File: config.mk
export PLATFORM = sky130hd
export DESIGN_NAME = lpw_seq
export DESIGN_NICKNAME = d
export VERILOG_FILES = /design/src/lpw_pkg.sv /design/src/lpw_cnt_if.sv /design/src/lpw_cnt.sv /design/src/lpw_seq.sv
export SDC_FILE = /design/constraint.sdc
export NUM_CORES = 1
export LEC_CHECK = 0
export BUFFER_PORTS_ARGS = -buffer_cell sky130_fd_sc_hd__clkbuf_2
export CAP_MARGIN = 20
export CORE_ASPECT_RATIO = 0.8
export CORE_MARGIN = 4
export CORE_UTILIZATION = 30
export DETAILED_ROUTE_END_ITERATION = 16
export GPL_TIMING_DRIVEN = 0
export SLEW_MARGIN = 15
export SYNTH_ARGS = -nofsm -noshare
export SYNTH_HDL_FRONTEND = slang
export SYNTH_SLANG_ARGS = --single-unit
File: constraint.sdc
create_clock -name clk -period 2.9 [get_ports clk]
set_clock_uncertainty 0.05 [all_clocks]
set_input_delay 0.725 -clock clk [delete_from_list [all_inputs] [get_ports clk]]
set_output_delay 0.725 -clock clk [all_outputs]
set_load 0.01 [all_outputs]
File: src/lpw_pkg.sv
// shared constants and types for the power-mode and wake sequencer
package lpw_pkg;
	// timing
	localparam int CLK_MHZ        = 50;
	localparam int RC_START_NS    = 60000;
	localparam int FLASH_START_NS = 100000;
	localparam int RC_START_CYC   = (RC_START_NS * CLK_MHZ + 999) / 1000;
	localparam int FLASH_CYC      = (FLASH_START_NS * CLK_MHZ + 999) / 1000;
	localparam int RC_WAKE_CYC    = 4;
	localparam int MAIN_WAKE_CYC  = 4096;
	localparam int CW             = 16;

	// wake sources
	localparam int NW      = 12;
	localparam int WK_NMI  = 0;
	localparam int WK_EXT0 = 1;
	localparam int WK_EXT3 = 4;
	localparam int WK_RTC  = 8;
	localparam int WK_WDT  = 11;

	// register byte offsets
	localparam logic [3:0] REG_CTRL  = 4'h0;
	localparam logic [3:0] REG_STAT  = 4'h4;
	localparam logic [3:0] REG_CAUSE = 4'h8;
	localparam logic [3:0] REG_MASK  = 4'hC;

	// control fields
	localparam int CB_MODE   = 0;
	localparam int CB_OSC    = 2;
	localparam int CB_MAIN   = 3;
	localparam int CB_PLL    = 4;
	localparam int CB_LINK   = 5;
	localparam int CB_KEEP32 = 6;

	// status fields
	localparam int SB_FLASH = 0;
	localparam int SB_MAIN  = 1;
	localparam int SB_OSC   = 2;
	localparam int SB_LINK  = 3;
	localparam int SB_STATE = 4;

	localparam logic [1:0] MODE_SLEEP  = 2'h0;
	localparam logic [1:0] MODE_DSLEEP = 2'h1;
	localparam logic [1:0] MODE_PDOWN  = 2'h2;
	localparam logic [1:0] MODE_DPD    = 2'h3;

	// reset value of the packed output flops, order as in lpw_seq
	localparam logic [19:0] OUT_RST = 20'h3F816;

	typedef enum logic [2:0] {
		ST_RUN,
		ST_ENTER,
		ST_SLEEP,
		ST_DSLEEP,
		ST_PDOWN,
		ST_DPD,
		ST_OSC,
		ST_RESUME
	} lpw_state_t;

	function automatic logic lpw_hit(input logic [NW-1:0] src,
			input logic [NW-1:0] mask);
		return |(src & mask);
	endfunction
endpackage

File: src/lpw_cnt_if.sv
// load/done handshake between the sequencer and a delay counter
`timescale 1ns/100ps
`default_nettype none
interface lpw_cnt_if;
	import lpw_pkg::*;
	logic          load;
	logic [CW-1:0] value;
	logic          done;
	modport ctl (output load, output value, input done);
	modport tmr (input load, input value, output done);
endinterface
`default_nettype wire

File: src/lpw_cnt.sv
// down-counter for oscillator, resume and flash wake delays
`timescale 1ns/100ps
`default_nettype none
module lpw_cnt
	import lpw_pkg::*;
(
	input  wire logic clk,
	input  wire logic rst_n,
	lpw_cnt_if.tmr    cif
);
	logic [CW-1:0] cnt;

	// done marks the last counted cycle, so a load of n spans n cycles
	assign cif.done = cnt == CW'(1);

	always_ff @(posedge clk or negedge rst_n) begin
		if (!rst_n)
			cnt <= '0;
		else if (cif.load)
			cnt <= cif.value;
		else if (cnt != '0)
			cnt <= cnt - CW'(1);
	end
endmodule
`default_nettype wire

File: src/lpw_seq.sv
// power-mode and wake sequencer with avalon register slave
//
// The register addresses and register access over Avalon-MM were chosen for this implementation.
`timescale 1ns/100ps
`default_nettype none
// Function
// - start and wake from power-down on the internal RC clock
// - offer sleep, deep-sleep, power-down and deep power-down
// - sleep gates the core clock; leaving re-enables it
// - sleep holds execution until reset or interrupt
// - sleep keeps DMA running, disables flash and main SRAM
// - any enabled interrupt ends sleep
// - deep-sleep stops clocks and holds pins static
// - deep-sleep gates RC output, keeps RC powered, RTC running
// - deep-sleep entry turns PLL off and clears dividers
// - flash stays powered in deep-sleep
// - listed enabled interrupt sources wake deep-sleep
// - deep-sleep resume after 4 RC or 4096 main cycles
// - power-down also powers off RC oscillator and flash
// - power-down entry: PLLs off, muxes reset, dividers cleared
// - running watchdog and enabled RTC continue in power-down
// - power-down wake waits RC start-up, then 4 RC cycles
// - flash timer blocks flash access for its start-up time
// - deep power-down only from RTC; only RTC stays powered
// - deep power-down option keeps or stops the 32 kHz oscillator
// - deep power-down wakes only by reset pin or RTC alarm
// - interrupt mask latched on entry; masked interrupt wakes
// - crystal used as clock only once it is stable
module lpw_seq
	import lpw_pkg::*;
#(
	parameter int FLASH_WAKE_CYC = FLASH_CYC,
	parameter int MAIN_CYC       = MAIN_WAKE_CYC,
	parameter int RC_ST_CYC      = RC_START_CYC,
	parameter int RC_CYC         = RC_WAKE_CYC
) (
	input  wire logic          clk,
	input  wire logic          resetn,
	input  wire logic [3:0]    avs_address,
	input  wire logic          avs_read,
	input  wire logic          avs_write,
	input  wire logic [31:0]   avs_writedata,
	output logic      [31:0]   avs_readdata,
	output logic               avs_waitrequest,
	input  wire logic          sleep_req,
	input  wire logic [NW-1:0] irq_mask,
	input  wire logic [NW-1:0] irq_src,
	input  wire logic          rtc_dpd_req,
	input  wire logic          rtc_alarm,
	input  wire logic          osc_stable,
	input  wire logic          wdt_running,
	output logic               sleep_ack,
	output logic               wake_evt,
	output logic               core_clk_en,
	output logic               sys_clk_en,
	output logic               flash_en,
	output logic               sram_en,
	output logic               dma_en,
	output logic               rc_out_en,
	output logic               rc_pwr_en,
	output logic               main_osc_en,
	output logic               clk_sel_main,
	output logic               pll_en,
	output logic               pll_link,
	output logic               div_clear,
	output logic               clksel_reset,
	output logic               flash_pwr_en,
	output logic               flash_ready,
	output logic               pin_hold,
	output logic               core_pwr_en,
	output logic               rtc_osc_en,
	output logic               wdt_osc_en
);
	localparam logic [CW-1:0] MAIN_CNT  = CW'(MAIN_CYC);
	localparam logic [CW-1:0] RC_CNT    = CW'(RC_CYC);
	localparam logic [CW-1:0] RC_ST     = CW'(RC_ST_CYC);
	localparam logic [CW-1:0] FLASH_CNT = CW'(FLASH_WAKE_CYC);
	localparam logic [NW-1:0] CAUSE_RTC = NW'(1) << WK_RTC;

	logic            rst_s1;
	logic            rst_n;
	lpw_state_t      state;
	lpw_state_t      next_state;
	logic [1:0]      tgt;
	logic [1:0]      mode_sel;
	logic            osc_on;
	logic            use_main;
	logic            pll_on;
	logic            pll_lnk;
	logic            keep32;
	logic [NW-1:0]   mask_lat;
	logic [NW-1:0]   cause;
	logic            src_lat;
	logic            fl_wait;
	logic [19:0]     out_q;
	logic            wk_load;
	logic [CW-1:0]   wk_val;
	logic [31:0]     ctrl_word;
	logic [31:0]     stat_word;

	lpw_cnt_if wk_if ();
	lpw_cnt_if fl_if ();

	lpw_cnt u_wk (
		.clk   (clk),
		.rst_n (rst_n),
		.cif   (wk_if)
	);

	lpw_cnt u_fl (
		.clk   (clk),
		.rst_n (rst_n),
		.cif   (fl_if)
	);

	// reset release through two flops
	always_ff @(posedge clk or negedge resetn) begin
		if (!resetn) begin
			rst_s1 <= 1'b0;
			rst_n  <= 1'b0;
		end else begin
			rst_s1 <= 1'b1;
			rst_n  <= rst_s1;
		end
	end

	// wake decode
	wire hit_live = lpw_hit(irq_src, irq_mask);
	wire hit_lat  = lpw_hit(irq_src, mask_lat);
	wire lp_state = state == ST_SLEEP || state == ST_DSLEEP ||
		state == ST_PDOWN;
	wire [NW-1:0] mask_sel = (state == ST_DSLEEP || state == ST_PDOWN) ?
		mask_lat : irq_mask;
	wire cause_ld = next_state != state &&
		(lp_state || (state == ST_ENTER && hit_live));
	// software cannot select deep power-down on its own
	wire [1:0] next_tgt = rtc_dpd_req ? MODE_DPD :
		(mode_sel == MODE_DPD) ? MODE_SLEEP : mode_sel;
	wire ent_ds = state == ST_ENTER && next_state == ST_DSLEEP;
	wire ent_pd = state == ST_ENTER &&
		(next_state == ST_PDOWN || next_state == ST_DPD);
	wire fl_load = state == ST_OSC && wk_if.done;
	wire fl_set  = fl_wait && fl_if.done;
	wire next_flash_rdy = ent_pd ? 1'b0 : fl_set ? 1'b1 : flash_ready;

	assign wk_if.load  = wk_load;
	assign wk_if.value = wk_val;
	assign fl_if.load  = fl_load;
	assign fl_if.value = FLASH_CNT;

	// mode sequence
	always_comb begin
		next_state = state;
		wk_load    = 1'b0;
		wk_val     = '0;
		case (state)
		ST_RUN: begin
			if (rtc_dpd_req || sleep_req)
				next_state = ST_ENTER;
		end
		ST_ENTER: begin
			if (hit_live)
				next_state = ST_RUN;
			else if (tgt == MODE_SLEEP)
				next_state = ST_SLEEP;
			else if (tgt == MODE_DSLEEP)
				next_state = ST_DSLEEP;
			else if (tgt == MODE_PDOWN)
				next_state = ST_PDOWN;
			else
				next_state = ST_DPD;
		end
		ST_SLEEP: begin
			if (hit_live)
				next_state = ST_RUN;
		end
		ST_DSLEEP: begin
			if (hit_lat) begin
				next_state = ST_RESUME;
				wk_load    = 1'b1;
				wk_val     = src_lat ? MAIN_CNT : RC_CNT;
			end
		end
		ST_PDOWN: begin
			if (hit_lat) begin
				next_state = ST_OSC;
				wk_load    = 1'b1;
				wk_val     = RC_ST;
			end
		end
		ST_DPD: begin
			if (rtc_alarm) begin
				next_state = ST_OSC;
				wk_load    = 1'b1;
				wk_val     = RC_ST;
			end
		end
		ST_OSC: begin
			if (wk_if.done) begin
				next_state = ST_RESUME;
				wk_load    = 1'b1;
				wk_val     = RC_CNT;
			end
		end
		ST_RESUME: begin
			if (wk_if.done)
				next_state = ST_RUN;
		end
		default: next_state = ST_RUN;
		endcase
	end

	always_ff @(posedge clk or negedge rst_n) begin
		if (!rst_n) begin
			state <= ST_RUN;
			tgt   <= MODE_SLEEP;
		end else begin
			state <= next_state;
			if (state == ST_RUN)
				tgt <= next_tgt;
		end
	end

	// mask from the interrupt controller, frozen for the stop
	always_ff @(posedge clk or negedge rst_n) begin
		if (!rst_n) begin
			mask_lat <= '0;
			src_lat  <= 1'b0;
		end else if (state == ST_RUN && next_state == ST_ENTER) begin
			mask_lat <= irq_mask;
			src_lat  <= clk_sel_main;
		end
	end

	always_ff @(posedge clk or negedge rst_n) begin
		if (!rst_n)
			cause <= '0;
		else if (state == ST_DPD && rtc_alarm)
			cause <= CAUSE_RTC;
		else if (cause_ld)
			cause <= irq_src & mask_sel;
	end

	// flash stays blocked until its own start-up count ends
	always_ff @(posedge clk or negedge rst_n) begin
		if (!rst_n) begin
			fl_wait     <= 1'b0;
			flash_ready <= 1'b1;
		end else begin
			// a new power-down drops a flash count still running
			fl_wait     <= fl_load | (fl_wait & ~fl_if.done & ~ent_pd);
			flash_ready <= next_flash_rdy;
		end
	end

	// register slave: one wait cycle, answer on the second edge
	wire req     = avs_read | avs_write;
	wire acc     = req & ~avs_waitrequest;
	wire wr_ctrl = acc & avs_write & (avs_address == REG_CTRL);
	wire [31:0] rd_word =
		(avs_address == REG_CTRL)  ? ctrl_word :
		(avs_address == REG_STAT)  ? stat_word :
		(avs_address == REG_CAUSE) ? 32'(cause) :
		(avs_address == REG_MASK)  ? 32'(mask_lat) : 32'h0;

	always_comb begin
		ctrl_word                  = 32'h0;
		ctrl_word[CB_MODE +: 2]    = mode_sel;
		ctrl_word[CB_OSC]          = osc_on;
		ctrl_word[CB_MAIN]         = use_main;
		ctrl_word[CB_PLL]          = pll_on;
		ctrl_word[CB_LINK]         = pll_lnk;
		ctrl_word[CB_KEEP32]       = keep32;
		stat_word                  = 32'h0;
		stat_word[SB_FLASH]        = flash_ready;
		stat_word[SB_MAIN]         = clk_sel_main;
		stat_word[SB_OSC]          = osc_stable;
		stat_word[SB_LINK]         = pll_link;
		stat_word[SB_STATE +: 3]   = state;
	end

	always_ff @(posedge clk or negedge rst_n) begin
		if (!rst_n) begin
			avs_waitrequest <= 1'b1;
			avs_readdata    <= 32'h0;
		end else begin
			avs_waitrequest <= ~(req & avs_waitrequest);
			if (req & avs_waitrequest)
				avs_readdata <= rd_word;
		end
	end

	// all clock options clear at reset, so the RC clock runs first
	always_ff @(posedge clk or negedge rst_n) begin
		if (!rst_n) begin
			mode_sel <= MODE_SLEEP;
			osc_on   <= 1'b0;
			use_main <= 1'b0;
			pll_on   <= 1'b0;
			pll_lnk  <= 1'b0;
			keep32   <= 1'b0;
		end else begin
			if (wr_ctrl) begin
				mode_sel <= avs_writedata[CB_MODE +: 2];
				osc_on   <= avs_writedata[CB_OSC];
				use_main <= avs_writedata[CB_MAIN];
				pll_on   <= avs_writedata[CB_PLL];
				pll_lnk  <= avs_writedata[CB_LINK];
				keep32   <= avs_writedata[CB_KEEP32];
			end
			if (ent_ds | ent_pd) begin
				pll_on  <= 1'b0;
				pll_lnk <= 1'b0;
			end
			if (ent_pd) begin
				use_main <= 1'b0;
				osc_on   <= 1'b0;
			end
		end
	end

	// outputs follow the next state so they change with it
	wire ns_on   = next_state == ST_RUN || next_state == ST_ENTER;
	wire ns_clk  = ns_on || next_state == ST_SLEEP;
	wire ns_dpd  = next_state == ST_DPD;
	wire ns_cold = next_state == ST_PDOWN || ns_dpd;
	wire ns_stop = ns_cold || next_state == ST_DSLEEP;
	wire n_ack   = state == ST_ENTER && next_state != ST_RUN;
	wire n_wake  = next_state == ST_RUN && state != ST_RUN;
	wire n_flash = ns_on & next_flash_rdy;
	wire n_ircout = !ns_stop && next_state != ST_OSC;
	wire n_main  = use_main & osc_on & osc_stable & ns_clk;
	wire n_pll   = pll_on & !ns_stop;
	wire n_link  = pll_lnk & pll_on & !ns_stop;
	wire n_rtc   = !ns_dpd | keep32;
	wire n_wdt   = wdt_running & !ns_dpd;
	wire [19:0] next_out = {
		n_ack, n_wake, ns_on, ns_clk, n_flash, ns_on, ns_clk,
		n_ircout, !ns_cold, osc_on & !ns_stop, n_main, n_pll, n_link,
		ent_ds | ent_pd, ent_pd, !ns_cold, ns_stop, !ns_dpd,
		n_rtc, n_wdt
	};

	assign {sleep_ack, wake_evt, core_clk_en, sys_clk_en, flash_en,
		sram_en, dma_en, rc_out_en, rc_pwr_en, main_osc_en,
		clk_sel_main, pll_en, pll_link, div_clear, clksel_reset,
		flash_pwr_en, pin_hold, core_pwr_en, rtc_osc_en,
		wdt_osc_en} = out_q;

	always_ff @(posedge clk or negedge rst_n) begin
		if (!rst_n)
			out_q <= OUT_RST;
		else
			out_q <= next_out;
	end
endmodule
`default_nettype wire

==> flow_summary.json <==
{
  "status": "finished, final reports clean",
  "required_ns": 3.08,
  "syn-mean-instance-area_sq_um": 10.7,
  "startpoint_type": "flip-flop",
  "grt_antenna_before_repair": 0,
  "cts_root_buf": "clkbuf_16",
  "syn-cell-area_sq_um": 5360,
  "wire_per_inst_um": 16.1,
  "crit_slowest_cell": "nor4_1",
  "grt_max_degree": 53,
  "cp-startpoint": "state[2]$_DFF_PN0_",
  "tns_ns": 0,
  "drive_above_1_share": 0.279,
  "fp.dieW_um": 157,
  "ios": 123,
  "synthTopCellsByArea": "dfrtp_1 (44%), dfstp_2 (4.4%), mux2i_1 (3.7%), mux2_2 (3.6%), nor2_1 (3.4%)",
  "fmax_mhz": 360,
  "preCtsSetupSlack_ns": -0.323,
  "synthSimpleGateAreaFrac": 0.178,
  "fin_crit_sh": 0.958,
  "synth-edff-count": 0,
  "dp_cells": 824,
  "num_antenna_cells": 0,
  "drtIter0Drc": 271,
  "grt.overflow.total": 0,
  "path_delay_family": "buffers and inverters",
  "setup_violations": 0,
  "finalNetCount": 683,
  "regToRegStartpoint": "state[2]$_DFF_PN0_",
  "port_buffers": 76,
  "place_hpwl_um": 10500,
  "cts_sinks": 103,
  "wl_um": 13500,
  "relSlewSlack": 0.311,
  "yosysTopAreaCellShare": 0.439,
  "area_growth_pct": 19.8,
  "synth_top_family_by_area": "simple AND/OR/NAND/NOR gates",
  "synth_cells": 503,
  "ir_worst_vdd_v": 0.000336,
  "cp_data_arrival_time_ns": 2.96,
  "grt_pass1_wl_um": 21900,
  "yosysMostFrequentCell": "dfrtp_1",
  "rsz0062_at_grt": "no",
  "ys_top_cells_by_count": "dfrtp_1 (94), nor2_1 (49), nand2_1 (26), buf_4 (23), o21a_1 (22)",
  "synth_mux_area_frac": 0.102,
  "hold_path.class": "in -> async",
  "leakage_uw": 0.00287,
  "netlist-cell-type-count": 63,
  "vias": 4128,
  "min_period_ns": 2.78,
  "postCtsSetupBuffers": 0,
  "cts_tree": "built",
  "die_area_sq_um": 20100,
  "crit_fanout": 10,
  "setup_slack_ns": 0.121,
  "synth-compound-area-share": 0.119,
  "final_cells": 839,
  "synth-seq-cells": 103,
  "vias_per_cell": 4.92,
  "async_flop_share": 1.00,
  "yosys.area.top_type": "dfrtp_1",
  "start_util": 0.308,
  "crit_chain": "buf_2, clkbuf_2, nor4_1, clkbuf_1, mux2_2",
  "grt_usage": 0.137,
  "crit_path_end_kind": "flip-flop",
  "crit_buf_inv": 3,
  "hold_viol": 0,
  "clkTransAtPathRegs_ns": 0.07,
  "antenna_left": 0,
  "tightest_slew_ns": 1.02,
  "ys.flop_type": "dfrtp_1",
  "gp_congestion": 0.845,
  "drc": 0,
  "ys_warn_count": 0,
  "insertion_delay_ns": 0.34,
  "synth_xor_area_frac": 0.0474,
  "fp.coreArea_sq_um": 17400,
  "seq_area_frac_synth": 0.483,
  "power.density_nw_per_um2": 815,
  "drtPass1Iterations": 4,
  "maxSlewViolCount": 0,
  "die_h_um": 128,
  "num_rows": 43,
  "critPathKind": "reg -> reg",
  "max_stage_delay_ns": 0.87,
  "clk_path_buf_depth": 2,
  "htreeDepth": 3,
  "maxCapViolCount": 0,
  "cts_made_buffers": 9,
  "synthAdderAreaFrac": 0.0117,
  "grt_pass1_vias": 4079
}
-- per-layer routing --
layer,up-vias,track usage,wire [um]
li1,1967,-,-
met1,2040,0.205,6610
met2,114,0.197,5790
met3,7,0.0400,1050
met4,0,0.0293,95
met5,-,0,0
-- registers in the layout, indices dropped and copies added, names as in the netlist --
| name | flops |
|---|---|
| tgt | 2 |
| u_wk.cnt | 16 |
| rst_n | 1 |
| u_fl.cnt | 16 |
| mode_sel | 2 |
| osc_on | 1 |
| fl_wait | 1 |
| pll_on | 1 |
| keep32 | 1 |
| cause | 12 |
| rst_s1 | 1 |
| mask_lat | 12 |
| state | 3 |
| avs_readdata | 12 |
| src_lat | 1 |
| use_main | 1 |
| pll_lnk | 1 |
| avs_waitrequest | 1 |
| flash_ready | 1 |
| out_q | 17 |
-- worst paths after layout --
| path | endpoint | slack (ns) | cells after the start |
|---|---|---|---|
| worst max-delay path | mask_lat[3]$_DFFE_PN0P_ | 0.12 | 5 |
| worst max register to register | mask_lat[3]$_DFFE_PN0P_ | 0.12 | 5 |
| worst min-delay path | rst_n$_DFF_PN0_ | 0.10 | 1 |
| worst min register to register | rst_n$_DFF_PN0_ | 0.31 | 0 |
| max in group asynchronous | avs_waitrequest$_DFF_PN1_ | 1.73 | 1 |
| min in group clk | rst_n$_DFF_PN0_ | 0.31 | 0 |
-- report_power, final --
part           leakage (uW)  internal [uW]  switching [uW]  total (uW)
clock              0.000140            620             566        1190
sequential          0.00124           1890             409        2290
combinational       0.00148            832             925        1760
-- placed cells by master (no fill, tap or decap), drive strengths merged, types with 19 or more instances in the layout --
master and instances:
nand2 26, clkbuf 96, conb 21, dfrtp 94, o21a 23, nor3 22
a21oi 19, buf 32, mux2i 20, nor2 49
-- repair_timing --
item | in CTS | in global routing
setup endpoints to repair | 0 | 23
hold buffers | 0 | 0
resized for setup | 0 | 6
-- metrics by stage --
stage / hold slack (ns) / cell area (sq um) / total power (uW) / utilization
floorplan: 0.281 / 5440 / 3520 / -
CTS: 0.0911 / 6420 / 5280 / 0.368
detailed placement: 0.297 / 6130 / 4070 / 0.351
global route: 0.0853 / 6420 / 5580 / 0.368
global placement: 0.288 / 6100 / 3990 / 0.350
finish: 0.103 / 6420 / 5240 / 0.368
-- kinds of logic after synthesis --
group,Yosys count
fa+ha+maj,5
flops,103
xor+xnor,29
mux,44
other cells,2
buf+inv,53
compound gates,92
simple gates,175
-- worst reg2reg max path, stage by stage, from the launching register on --
cell and delay (ns):
dfrtp_1 0.35, buf_2 0.17, clkbuf_2 0.21, nor4_1 0.87, clkbuf_1 0.60, mux2_2 0.42
-- final cells by class --
cell class | instances | area, sq um
Clock buffer | 10 | 239
Timing Repair Buffer | 77 | 408
Sequential cell | 103 | 2590
Inverter | 11 | 43.8
Multi-Input combinational cell | 366 | 2550
Fill cell | 1728 | 11000
Tap cell | 225 | 282
Buffer | 41 | 258
Clock inverter | 6 | 51.3
(Power assumes the default switching activity.)
